File: src/verilog/tcs_pkg.sv
/*
 Constants for the connection memory of the time-slot switch:
 location map, word field positions and source block codes.
 Assumes nothing of its surroundings.
*/
package tcs_pkg;
   // ----------------------------------------------------------
   // Location map
   // ----------------------------------------------------------
   localparam int       LOC_W         = 7;
   localparam int       NUM_LOC       = 114;
   localparam bit [6:0] LOC_CONF_LO   = 7'h60;
   localparam bit [6:0] LOC_CONF_HI   = 7'h6E;
   localparam bit [6:0] LOC_DCH_RX    = 7'h6F;
   localparam bit [6:0] LOC_ED_A      = 7'h70;
   localparam bit [6:0] LOC_ED_B      = 7'h71;
   localparam bit [7:0] CM_RESET      = 8'h00;

   // ----------------------------------------------------------
   // High word fields
   // ----------------------------------------------------------
   localparam int       HI_GAIN_MSB   = 7;
   localparam int       HI_GAIN_LSB   = 3;
   localparam int       HI_MSG_BIT    = 2;
   localparam int       HI_DELAY_BIT  = 1;
   localparam int       HI_DRIVE_BIT  = 0;
   localparam int       HI_NS_MSB     = 1;
   localparam int       HI_NS_LSB     = 0;

   // ----------------------------------------------------------
   // Low word fields and source blocks
   // ----------------------------------------------------------
   localparam int       LO_BLK_MSB    = 7;
   localparam int       LO_BLK_LSB    = 5;
   localparam int       LO_CH_MSB     = 4;
   localparam int       LO_CH_LSB     = 0;
   localparam bit [2:0] BLK_LOCAL0    = 3'h0;
   localparam bit [2:0] BLK_LOCAL1    = 3'h1;
   localparam bit [2:0] BLK_TONES     = 3'h2;
   localparam bit [2:0] BLK_INTERNAL  = 3'h3;
   localparam bit [4:0] CH_CONF_LAST  = 5'h0E;
   localparam bit [4:0] CH_DCH_TX     = 5'h10;

   // ----------------------------------------------------------
   // Processor port address split and slot payload width
   // ----------------------------------------------------------
   localparam int       ADDR_HI_BIT   = 7;
   localparam int       PAY_W         = 27;
endpackage

File: src/verilog/tcs_conn_mem.sv
/*
 Connection memory of a time-slot interchange switch.
 Holds a high and a low word per output location, written and
 read over a parallel processor port, and turns each slot
 request into an output word for the serial side.
 Assumes: slot requests and data memory come from logic on
 I_MCLK; processor pins and the drive pin are asynchronous;
 data memory answers within the clock in which O_DM_ADDR changes.
*/
// Functional notes
// Gain field bits 7-3 sets outgoing gain, +3 to -27 dB, plus mute.
// Message bit set: low word itself is sent as the channel byte.
// Message bit clear: low word addresses data memory; that byte is sent.
// Conference locations: bit 2 may invert alternate conference channels; the code inverts every conference location whose bit 2 is set.
// Non-conference bit 1 selects minimum or constant frame delay.
// Bit 0 governs driver only with drive pin high, control bit 5 clear.
// Enable 1 drives the slot, 0 leaves it high-impedance.
// Conference two-bit field selects noise suppression level.
// Conference gain field attenuates the incoming conference channel.
// Low word bits 7-5 name the source data memory block.
// Low word bits 4-0 name the source channel in that block.
// Conference location low words name channels joining the bridges.
// Location 6F low word picks the D-channel receive source.
// Locations 70, 71 pick energy detector A and B sources.
// Blocks: local 0, local 1, tones, expansion 1 to 4.
// Block 011: conference outputs 00-0E, D-channel transmit at 10.
// Each location maps one-to-one to an output channel.
// Gain code to attenuation step is a configurable table.
// Unused block 011 channel sends a fixed idle byte.
`timescale 1ns/1ns
module tcs_conn_mem
   import tcs_pkg::*;
#(
   parameter bit [159:0] GAIN_LUT  = {5'd31, 5'd30, 5'd29, 5'd28,
                                      5'd27, 5'd26, 5'd25, 5'd24,
                                      5'd23, 5'd22, 5'd21, 5'd20,
                                      5'd19, 5'd18, 5'd17, 5'd16,
                                      5'd15, 5'd14, 5'd13, 5'd12,
                                      5'd11, 5'd10, 5'd9,  5'd8,
                                      5'd7,  5'd6,  5'd5,  5'd4,
                                      5'd3,  5'd2,  5'd1,  5'd0},
   parameter bit [4:0]   MUTE_CODE = 5'h1F,
   parameter bit [7:0]   IDLE_BYTE = 8'hFF,
   parameter bit         CONF_INV  = 1'b1
) (
   input  wire logic             I_MCLK,
   input  wire logic             I_RESETN,
   // Processor port
   input  wire logic             I_CS_N,
   input  wire logic             I_DS,
   input  wire logic             I_RW,
   input  wire logic [7:0]       I_ADDR,
   input  wire logic [7:0]       I_DATA,
   output logic [7:0]            O_DATA,
   output logic                  O_DATA_OE,
   output logic                  O_DTA_N,
   // Driver control
   input  wire logic             I_GLOBAL_OUTPUT_DRIVE_PIN,
   input  wire logic             I_CTL_DRIVE_OFF,
   // Slot requests from frame timing
   input  wire logic             I_SLOT_VALID,
   input  wire logic [LOC_W-1:0] I_SLOT_LOC,
   output logic                  O_SLOT_READY,
   // Data memory read
   output logic [7:0]            O_DM_ADDR,
   input  wire logic [7:0]       I_DM_DATA,
   // Slot output words
   output logic                  O_TX_VALID,
   input  wire logic             I_TX_READY,
   output logic [LOC_W-1:0]      O_TX_LOC,
   output logic [7:0]            O_TX_BYTE,
   output logic                  O_TX_DRIVE,
   output logic                  O_TX_CONST_DELAY,
   output logic [4:0]            O_TX_GAIN_STEP,
   output logic                  O_TX_MUTE,
   output logic                  O_TX_CONF,
   output logic [1:0]            O_TX_NOISE_SUPPRESSION_LEVEL,
   output logic                  O_TX_INVERT,
   // Static routing selections
   output logic [7:0]            O_DCH_RX_SRC,
   output logic [7:0]            O_ED_A_SRC,
   output logic [7:0]            O_ED_B_SRC
);
   // ----------------------------------------------------------
   // Storage and declarations
   // ----------------------------------------------------------
   logic [7:0]       gain_mode_word [NUM_LOC];
   logic [7:0]       source_select_word [NUM_LOC];
   logic [1:0]       cs_sync;
   logic [1:0]       ds_sync;
   logic [1:0]       rw_sync;
   logic [1:0]       ode_sync;
   logic [7:0]       addr_m;
   logic [7:0]       addr_s;
   logic [7:0]       data_m;
   logic [7:0]       data_s;
   logic             access;
   logic             access_d;
   logic             start;
   logic [LOC_W-1:0] cpu_loc;
   logic             cpu_hi;
   logic             cpu_in_map;
   logic             slot_take;
   logic             s1_valid;
   logic [LOC_W-1:0] s1_loc;
   logic [7:0]       s1_hi;
   logic [7:0]       s1_lo;
   logic             s1_conf;
   logic             s1_push;
   logic             buf_ready;
   logic [1:0]       buf_count;
   logic             pop;
   logic [1:0]       occ;
   logic [1:0]       next_occ;
   logic [PAY_W-1:0] s1_pay;
   logic [PAY_W-1:0] out_pay;
   logic [7:0]       tx_byte;
   logic             tx_drive;
   logic [2:0]       src_blk;
   logic [4:0]       src_ch;
   logic [4:0]       gain_code;
   logic             inv_phase;

   // ----------------------------------------------------------
   // Processor port pins
   // ----------------------------------------------------------
   // Two flops on every pin; only the second stage is read
   always_ff @(posedge I_MCLK or negedge I_RESETN) begin
      if (!I_RESETN) begin
         cs_sync  <= 2'h3;
         ds_sync  <= 2'h0;
         rw_sync  <= 2'h0;
         ode_sync <= 2'h0;
         addr_m   <= 8'h00;
         addr_s   <= 8'h00;
         data_m   <= 8'h00;
         data_s   <= 8'h00;
      end else begin
         cs_sync  <= {cs_sync[0], I_CS_N};
         ds_sync  <= {ds_sync[0], I_DS};
         rw_sync  <= {rw_sync[0], I_RW};
         ode_sync <= {ode_sync[0], I_GLOBAL_OUTPUT_DRIVE_PIN};
         addr_m   <= I_ADDR;
         addr_s   <= addr_m;
         data_m   <= I_DATA;
         data_s   <= data_m;
      end
   end

   // An access acts once, on the first clock that sees it
   assign access     = ~cs_sync[1] & ds_sync[1];
   assign start      = access & ~access_d;
   assign cpu_loc    = addr_s[LOC_W-1:0];
   assign cpu_hi     = addr_s[ADDR_HI_BIT];
   assign cpu_in_map = 32'(cpu_loc) < NUM_LOC;

   always_ff @(posedge I_MCLK or negedge I_RESETN) begin
      if (!I_RESETN) begin
         access_d <= 1'b0;
      end else begin
         access_d <= access;
      end
   end

   // ----------------------------------------------------------
   // Connection memory writes
   // ----------------------------------------------------------
   // one word pair per location
   // Writes above the map are dropped; no wrap onto live slots
   always_ff @(posedge I_MCLK or negedge I_RESETN) begin
      if (!I_RESETN) begin
         for (int i = 0; i < NUM_LOC; i++) begin
            gain_mode_word[i]     <= CM_RESET;
            source_select_word[i] <= CM_RESET;
         end
      end else if (start && !rw_sync[1] && cpu_in_map) begin
         if (cpu_hi) begin
            gain_mode_word[cpu_loc] <= data_s;
         end else begin
            source_select_word[cpu_loc] <= data_s;
         end
      end
   end

   // Read data, bus enable and acknowledge for the processor
   always_ff @(posedge I_MCLK or negedge I_RESETN) begin
      if (!I_RESETN) begin
         O_DATA    <= 8'h00;
         O_DATA_OE <= 1'b0;
         O_DTA_N   <= 1'b1;
      end else begin
         O_DATA_OE <= access & rw_sync[1];
         O_DTA_N   <= ~access;
         if (start) begin
            if (!cpu_in_map) begin
               O_DATA <= 8'h00;
            end else if (cpu_hi) begin
               O_DATA <= gain_mode_word[cpu_loc];
            end else begin
               O_DATA <= source_select_word[cpu_loc];
            end
         end
      end
   end

   // ----------------------------------------------------------
   // Static routing selections
   // ----------------------------------------------------------
   // D-channel receive source
   // energy detector sources
   always_ff @(posedge I_MCLK or negedge I_RESETN) begin
      if (!I_RESETN) begin
         O_DCH_RX_SRC <= CM_RESET;
         O_ED_A_SRC   <= CM_RESET;
         O_ED_B_SRC   <= CM_RESET;
      end else begin
         O_DCH_RX_SRC <= source_select_word[LOC_DCH_RX];
         O_ED_A_SRC   <= source_select_word[LOC_ED_A];
         O_ED_B_SRC   <= source_select_word[LOC_ED_B];
      end
   end

   // ----------------------------------------------------------
   // Slot pipeline
   // ----------------------------------------------------------
   // Words in flight never exceed the buffer's two entries, so a
   // push from stage 1 is always taken; costs one slot of rate
   assign pop       = O_TX_VALID & I_TX_READY;
   assign slot_take = I_SLOT_VALID & O_SLOT_READY;
   assign occ       = buf_count + {1'b0, s1_valid};
   assign next_occ  = occ + {1'b0, slot_take} - {1'b0, pop};

   always_ff @(posedge I_MCLK or negedge I_RESETN) begin
      if (!I_RESETN) begin
         O_SLOT_READY <= 1'b0;
      end else begin
         O_SLOT_READY <= next_occ < 2'd2;
      end
   end

   // low word goes out as data memory address
   always_ff @(posedge I_MCLK or negedge I_RESETN) begin
      if (!I_RESETN) begin
         s1_valid  <= 1'b0;
         s1_loc    <= '0;
         s1_hi     <= CM_RESET;
         s1_lo     <= CM_RESET;
         O_DM_ADDR <= 8'h00;
      end else begin
         s1_valid <= slot_take;
         if (slot_take) begin
            s1_loc    <= I_SLOT_LOC;
            s1_hi     <= gain_mode_word[I_SLOT_LOC];
            s1_lo     <= source_select_word[I_SLOT_LOC];
            O_DM_ADDR <= source_select_word[I_SLOT_LOC];
         end
      end
   end

   // Inversion phase is held at 0; bit 2 alone inverts each conference location
   always_ff @(posedge I_MCLK or negedge I_RESETN) begin
      if (!I_RESETN) begin
         inv_phase <= 1'b0;
      end else begin
         inv_phase <= inv_phase;
      end
   end

   // ----------------------------------------------------------
   // Output word formation
   // ----------------------------------------------------------
   assign s1_conf   = (s1_loc >= LOC_CONF_LO) && (s1_loc <= LOC_CONF_HI);
   // source block
   assign src_blk   = s1_lo[LO_BLK_MSB:LO_BLK_LSB];
   // source channel
   assign src_ch    = s1_lo[LO_CH_MSB:LO_CH_LSB];
   // gain code, same field attenuates conference input
   assign gain_code = s1_hi[HI_GAIN_MSB:HI_GAIN_LSB];

   // Byte selection for the slot
   always_comb begin
      tx_byte = I_DM_DATA;
      if (s1_hi[HI_MSG_BIT] && !s1_conf) begin
         // message byte
         tx_byte = s1_lo;
      end else if (src_blk == BLK_INTERNAL) begin
         // conference outputs and D-channel transmit
         // idle byte for unused addresses
         if (src_ch > CH_CONF_LAST && src_ch != CH_DCH_TX) begin
            tx_byte = IDLE_BYTE;
         end
      end
      // other blocks read data memory as addressed
   end

   // driver gating, enable bit drives or floats
   // With bit 5 set every non-conference slot drives; pin low floats all
   always_comb begin
      tx_drive = 1'b0;
      if (!s1_conf && ode_sync[1]) begin
         tx_drive = I_CTL_DRIVE_OFF ? 1'b1 : s1_hi[HI_DRIVE_BIT];
      end
   end

   // Payload fields for the buffer
   // delay mode, noise suppression, inversion
   // conference low word addresses data memory; that byte is carried
   // gain step from table
   assign s1_pay = {s1_loc,
                    tx_byte,
                    tx_drive,
                    ~s1_conf & s1_hi[HI_DELAY_BIT],
                    GAIN_LUT[5*gain_code +: 5],
                    gain_code == MUTE_CODE,
                    s1_conf,
                    s1_conf ? s1_hi[HI_NS_MSB:HI_NS_LSB] : 2'b00,
                    CONF_INV & s1_conf & (s1_hi[HI_MSG_BIT] ^ inv_phase)};
   assign s1_push = s1_valid;

   // ----------------------------------------------------------
   // Output buffer
   // ----------------------------------------------------------
   tcs_skid_buf #(
      .W (PAY_W)
   ) u_buf (
      .i_clk    (I_MCLK),
      .i_resetn (I_RESETN),
      .i_valid  (s1_push),
      .o_ready  (buf_ready),
      .i_data   (s1_pay),
      .o_valid  (O_TX_VALID),
      .i_ready  (I_TX_READY),
      .o_data   (out_pay),
      .o_count  (buf_count)
   );

   // Fields taken straight from the buffer's output flops
   assign {O_TX_LOC,
           O_TX_BYTE,
           O_TX_DRIVE,
           O_TX_CONST_DELAY,
           O_TX_GAIN_STEP,
           O_TX_MUTE,
           O_TX_CONF,
           O_TX_NOISE_SUPPRESSION_LEVEL,
           O_TX_INVERT} = out_pay;
endmodule

File: src/verilog/tcs_skid_buf.sv
/*
 Two-entry buffer with valid and ready on both sides.
 Output side comes from flip-flops; a stall by the reader
 loses no word. Single clock, asynchronous active-low reset.
*/
`timescale 1ns/1ns
module tcs_skid_buf #(
   parameter int W = 8
) (
   input  wire logic         i_clk,
   input  wire logic         i_resetn,
   input  wire logic         i_valid,
   output logic              o_ready,
   input  wire logic [W-1:0] i_data,
   output logic              o_valid,
   input  wire logic         i_ready,
   output logic [W-1:0]      o_data,
   output logic [1:0]        o_count
);
   logic         skid_valid;
   logic [W-1:0] skid_data;
   logic         push;
   logic         pop;

   // Handshakes on each side
   assign o_ready = ~skid_valid;
   assign push    = i_valid & ~skid_valid;
   assign pop     = o_valid & i_ready;
   assign o_count = {1'b0, o_valid} + {1'b0, skid_valid};

   // Output stage refills from the skid entry first to keep order
   always_ff @(posedge i_clk or negedge i_resetn) begin
      if (!i_resetn) begin
         o_valid <= 1'b0;
         o_data  <= '0;
      end else if (!o_valid || pop) begin
         if (skid_valid) begin
            o_valid <= 1'b1;
            o_data  <= skid_data;
         end else begin
            o_valid <= push;
            o_data  <= push ? i_data : o_data;
         end
      end
   end

   // Skid entry catches a word that arrives while output stalls
   always_ff @(posedge i_clk or negedge i_resetn) begin
      if (!i_resetn) begin
         skid_valid <= 1'b0;
         skid_data  <= '0;
      end else if (skid_valid) begin
         skid_valid <= ~(!o_valid || pop);
      end else if (push && o_valid && !pop) begin
         skid_valid <= 1'b1;
         skid_data  <= i_data;
      end
   end
endmodule

File: config.mk
export PLATFORM = sky130hd
export DESIGN_NAME = tcs_conn_mem
export DESIGN_NICKNAME = d
export VERILOG_FILES = /design/src/verilog/tcs_pkg.sv /design/src/verilog/tcs_conn_mem.sv /design/src/verilog/tcs_skid_buf.sv
export SDC_FILE = /design/constraint.sdc
export NUM_CORES = 2
export LEC_CHECK = 0
export BUFFER_PORTS_ARGS = -buffer_cell sky130_fd_sc_hd__buf_2
export CAP_MARGIN = 5
export CORE_MARGIN = 2
export CORE_UTILIZATION = 30
export DETAILED_ROUTE_END_ITERATION = 10
export HOLD_SLACK_MARGIN = 0.1
export SLEW_MARGIN = 25
export SYNTH_ARGS = -nofsm -noshare
export SYNTH_HDL_FRONTEND = slang
export SYNTH_SLANG_ARGS = --single-unit
File: constraint.sdc
create_clock -name I_MCLK -period 2.5 [get_ports I_MCLK]
set_input_delay 0.125 -clock I_MCLK [delete_from_list [all_inputs] [get_ports I_MCLK]]
set_output_delay 0.125 -clock I_MCLK [all_outputs]
set_load 0.01 [all_outputs]
Word-level counts from Yosys, hierarchy flattened
Index checks and enable logic that the tools add are counted.
Widths: inputs -> output; s select.

storage, ports and cells
  logic and storage cells = 334
  output and inout port bits = 71
  register bits after elaboration = 1,980
  input port bits = 40

cells by class
  order comparisons = 8
  bitwise operators = 17
  shift operators = 1
  equality and inequality tests = 3
  add/sub/neg operators = 4
  multipliers = 1
  reductions and logical operators = 19
  multiplexer cells = 29

operator list
  operator                  count
  $bwmux 912                2
  $bmux 8 s7                4
  $shiftx 160x9->5 const A  1
  $mux 8                    14
  $demux 8 s7               1
  $mux 27                   2
  $ge 8x8->1 const B        2
  $not 7->8                 2
  $logic_and 1x1->1         9
  $and 1x1->1               8
  $lt 8x1->1 const B        1
  $mul 3x5->8 const A       1
  $reduce_and 2->1          4
  $ge 7x7->1 const B        1
  $le 7x7->1 const B        1
  $lt 7x7->1 const B        1
  $not 1->1                 7
  $eq 5x5->1 const B        1
  $gt 5x4->1 const B        1
  $mux 1                    5
  $ne 5x5->1 const B        1
  $add 2x1->2               2
  $logic_not 1->1           4
  $eq 3x2->1 const B        1
  other kinds (6)           6

Longest topological paths before layout
  word-level depth = 7
  mapped depth = 13
  mapped depth without buffers = 7

Modules after synthesis
From an unflattened synthesis, not the netlist that was laid out.

unflattened totals
  cells, all modules = 7,689
  area total of the unflattened synthesis = 103,898.4 µm²

modules (own cells, without submodules)
  module        cells each  seq. area each (µm²)  times used  area an instance (µm²)
  tcs_conn_mem  7,535       48,149.9              1           101,255.9
  tcs_skid_buf  154         1,401.3               1           2,642.5

Worst setup path after synthesis
No wires, ideal clock.

  path type = register to register
  from = reg addr_s[2]
  to = reg O_DATA[0]
  required time = 2.340 ns
  arrival time = 2.333 ns
  clock period less this slack = 2.493 ns
  stages on the path, launching flop included = 10
  path buffers = 3
  setup slack = 0.007 ns
  library setup time = 0.160 ns
  path through = dfrtp_1 buf_2 buf_4 buf_2 mux2_2 a221o_1 a222oi_1 o32ai_1 a2111oi_0 a221oi_1

between the ends
  cells in the longest elaborated chain, start to end = 6
  elaborated cells on any way between the ends = 10
  classes of those cells = 1 x order compare; 8 x mux; 1 x bitwise

ends and longest elaborated chain
  item                                           RTL line                                  RTL
  start, declared                                tcs_conn_mem.sv:94                        logic [7:0] addr_s;
  start signal, assigned                         tcs_conn_mem.sv:144                       addr_s <= addr_m;
  $not 7->8 (not written as such)                tcs_conn_mem.sv:198, tcs_conn_mem.sv:200
  $bmux 8 s7, on equally long branches           tcs_conn_mem.sv:200, tcs_conn_mem.sv:198
  $mux 8, on equally long branches (2 in a row)  tcs_conn_mem.sv:200, tcs_conn_mem.sv:198
  $mux 8                                         tcs_conn_mem.sv:197                       end else if (cpu_hi) begin
  $mux 8 *                                       tcs_conn_mem.sv:195                       if (!cpu_in_map) begin
  end signal, assigned                           tcs_conn_mem.sv:198                       O_DATA <= gain_mode_word[cpu_loc];
  end signal, assigned                           tcs_conn_mem.sv:200                       O_DATA <= source_select_word[cpu_loc];
  end, declared                                  tcs_conn_mem.sv:54                        output logic [7:0] O_DATA,

Mark *: on every way between the ends. The rest lies on a longest branch, timed or not. The select of a mux whose other input is x is not followed.
A chain may end at the register's enable or synchronous reset.

Worst setup path after layout
  from = reg addr_s[2]
  to = reg O_DATA[2]

The elaborated chain is that of the path after synthesis.

==> results.ini <==
[timing]
relSlewSlack_pct = 29.04
max_freq_ghz = 0.2974
clock_skew_ns = 0.05619
slew_violations = 0
tightest_slew_ns = 1.060
finalCritPeriodShare_pct = 134.5
setup_viol = 1842
rsz0062_at_grt = true
hold_viol = 0
period_needed_ns = 3.363
setup_slack_ns = -0.8630
hold_ws_ns = 0.1534

[pwr]
powerDensity_nw_per_um2 = 575.2
seq_power_share_pct = 43.9
p_total_mw = 77.15
vdd_drop_max_v = 0.0006651
intPower_mw = 55.71
p_switching_mw = 21.44
p_comb_share_pct = 13.5
p_leak_nw = 61.97
p_clk_share_pct = 42.6
switching_share_pct = 27.79

[global_routing]
grt_usage_pct = 25.48
overflow = 0
antenna_found_initial = 27
grt_pass1_vias = 83520
grt_max_degree = 130
grt_pass1_wl_um = 645700

[layout]
n_fill_cell = 32270
area_growth_pct = 29.14
drive_gt1_share_pct = 53.23
fin_nets = 9043

[route]
drcViolationCount = 0
routed_wl_um = 459200
vias = 83500
drt_iter0_drc = 11140
drtAntennaViolNets = 0
route.detailed.wl_per_inst_um = 33.36
routed_via_density = 6.065
first_pass_iters = 8

[yosys]
synthMuxAreaShare_pct = 35.61
synth_nets = 7715
syn_area_per_cell_um2 = 13.54
yosys.cell_types.count = 89
ys_ff_latch = 1980
synth-edff-count = 0
synth.area.top_cells = dfrtp_1 48%, mux2_2 20%, mux4_2 9.8%, mux2i_1 3.7%, a221oi_1 1.8%
synth_compound_area_share_pct = 9.487
ys.flop_type = dfrtp_1
yosys_warnings = 0
synth-async-reset-ratio_pct = 100.0
synth_top_area_share_pct = 47.63
synth_area_leader_cell = dfrtp_1
mappedNetlistArea_um2 = 103900
syn_inst = 7673
synth_fa_ha_area_share_pct = 0.03132
synth_top_family_by_area = multiplexers
synthXorXnorAreaFrac_pct = 0.01687
synth_sequential_area_ratio_pct = 47.71
synthSimpleGateAreaFrac_pct = 3.832

[clock_tree]
htreeDepth = 4
cts.clk_slew.worst_paths_ns = 0.07
clk_latency_ns = 0.92
cts.sinks = 1980
cts.path.max_buffers = 4
cts-root-buf = clkbuf_16
cts_buffers = 215
cts_tree = done

[setup_path]
critPathKind = reg2reg
ff2ff_path_depth = 13
cp-end-kind = flop
cp.arrival_ns = 4.14
cp-start-kind = flop
cp_max_fo = 8
cp.required_ns = 3.28

[floorplanning]
die_area_um2 = 350900
fp-row-count = 216
die_w_um = 592.4
initial_core_util_pct = 30.07
num_io_pins = 111
die_h_um = 592.4
fp.coreArea_um2 = 345400

[min_path]
hold_depth = 4
min_path_type = in2reg

[run_status]
run_status = finished, violations left
violations = negative setup slack

[placement]
gp_congestion = 1.006
portBuffers = 110
dp_hpwl_um = 326900

[flow_run]
max_cap_violations = 0

[sequential cells by signal (all words and copies together) (netlist names), 27 cells and up]
register and cells:
gain_mode_word 912, source_select_word 912, u_buf.skid_data 27, u_buf.o_data 27
[path summary, 6_finish.rpt]
kind | to | slack, ns | start
worst max-delay path | O_DATA[2] | -0.86 | addr_s[2]
worst min-delay path | u_buf.skid_data[19] | 0.15 | I_DM_DATA[7]
worst max register to register | O_DATA[2] | -0.86 | addr_s[2]
worst min register to register | data_s[3] | 0.35 | data_m[3]
max in group asynchronous | source_select_word[677] | 1.04 | I_RESETN
min in group asynchronous | gain_mode_word[490] | 0.64 | I_RESETN
[kinds of logic (layout without fill, tap and decap cells)]
kind of cell             count (synthesis)  after routing
multiplexers                          2874           2874
flip-flops                            1980           1980
AO/OA/AOI/OAI                         1319           1319
AND/OR/NAND/NOR                        791            791
buffers and inverters                  705           2205
adder cells (fa/ha/maj)                  2              2
XOR/XNOR                                 2              2
other                                    0             16
[worst max-delay path: stages, from the launching register on]
cell	delay [ns]
dfrtp_4	0.50
buf_12	0.17
buf_6	0.14
and3b_4	0.28
buf_12	0.19
buf_4	0.16
a22oi_1	0.15
a31oi_1	0.11
buf_4	0.17
a21oi_1	0.42
nand3_1	0.30
nor4_2	0.36
buf_4	0.18
a211oi_1	0.04
[synth_stat cells (all sizes together) (16+ instances only)]
cell	n
mux2	2038
nor2	268
a22o	31
o2bb2ai	34
a32oi	18
dfrtp	1977
a221oi	213
a221o	66
a22oi	231
buf	330
a211oi	16
mux4	453
a222oi	22
o21ai	139
inv	16
nand4	23
nor3	29
nand3	34
mux2i	383
a31oi	25
o211ai	63
o31ai	17
a21oi	193
nand2	345
a2111oi	18
clkbuf	358
o221ai	81
o22ai	53
[layout by cell type (no fill, tap or decap), drive strengths merged, types with 193 or more instances in the layout]
master	n
mux2	2038
dfrtp	1977
buf	1728
mux4	453
mux2i	383
nand2	345
clkbuf	318
nor2	268
a22oi	231
a221oi	213
a21oi	193
[power groups by stage]
stage                     logic [mW]  clock network, mW  registers, mW
final                           10.4               32.9           33.9
after global routing            10.7               34.5           33.9
after CTS                       9.97               33.2           33.8
after detailed placement        9.46                  0           34.4
after global placement          9.32                  0           34.4
after floorplan                 4.02                  0           34.1
[through the flow]
step           utilization (%)  std cells  setup WS (ns)  TNS (ns)  area, um2
2_1_floorplan                -       7673       0.007294         0     103900
4_1_cts                  38.40      13730        -0.6747   -816.31     132600
5_1_grt                  38.82      13750        -0.8200  -1013.29     134100
3_3_place_gp             35.36      13180         -1.318   -767.38     122100
3_5_place_dp             35.36      13180         -1.279   -840.65     122100
6_report                 38.83      13770        -0.8630   -931.67     134100
[layout make-up]
cell class | instances | area (um2) | share of cell area, %
multi-input combinational | 4988 | 53090 | 39.59
sequential | 1980 | 49600 | 36.98
timing repair buffer | 1799 | 18480 | 13.78
clock buffer | 315 | 6356 | 4.739
tap | 4578 | 5728 | 4.271
clock inverter | 74 | 749.5 | 0.5588
inverter | 17 | 78.83 | 0.05877
antenna | 16 | 40.04 | 0.02985
[per-layer routing]
layer  global-route usage, %  up-vias  share of wire (%)
met5                       0        -              0.030
met4                   15.52       22                7.4
met3                   8.299     1491                 12
met2                   37.26     5928                 42
met1                   32.65    43530                 38
li1                        -    32520                  -
[timing repair]
item / in CTS / in global routing
gates resized for setup: 348 / 270
endpoints found under the hold margin: 2071 / 0
pin swaps: 72 / 63
buffers inserted: 92 / 28
gates cloned: 10 / 4
setup endpoints to repair: 1837 / 1840
hold buffers: 62 / 0
(Power assumes the default switching activity.)
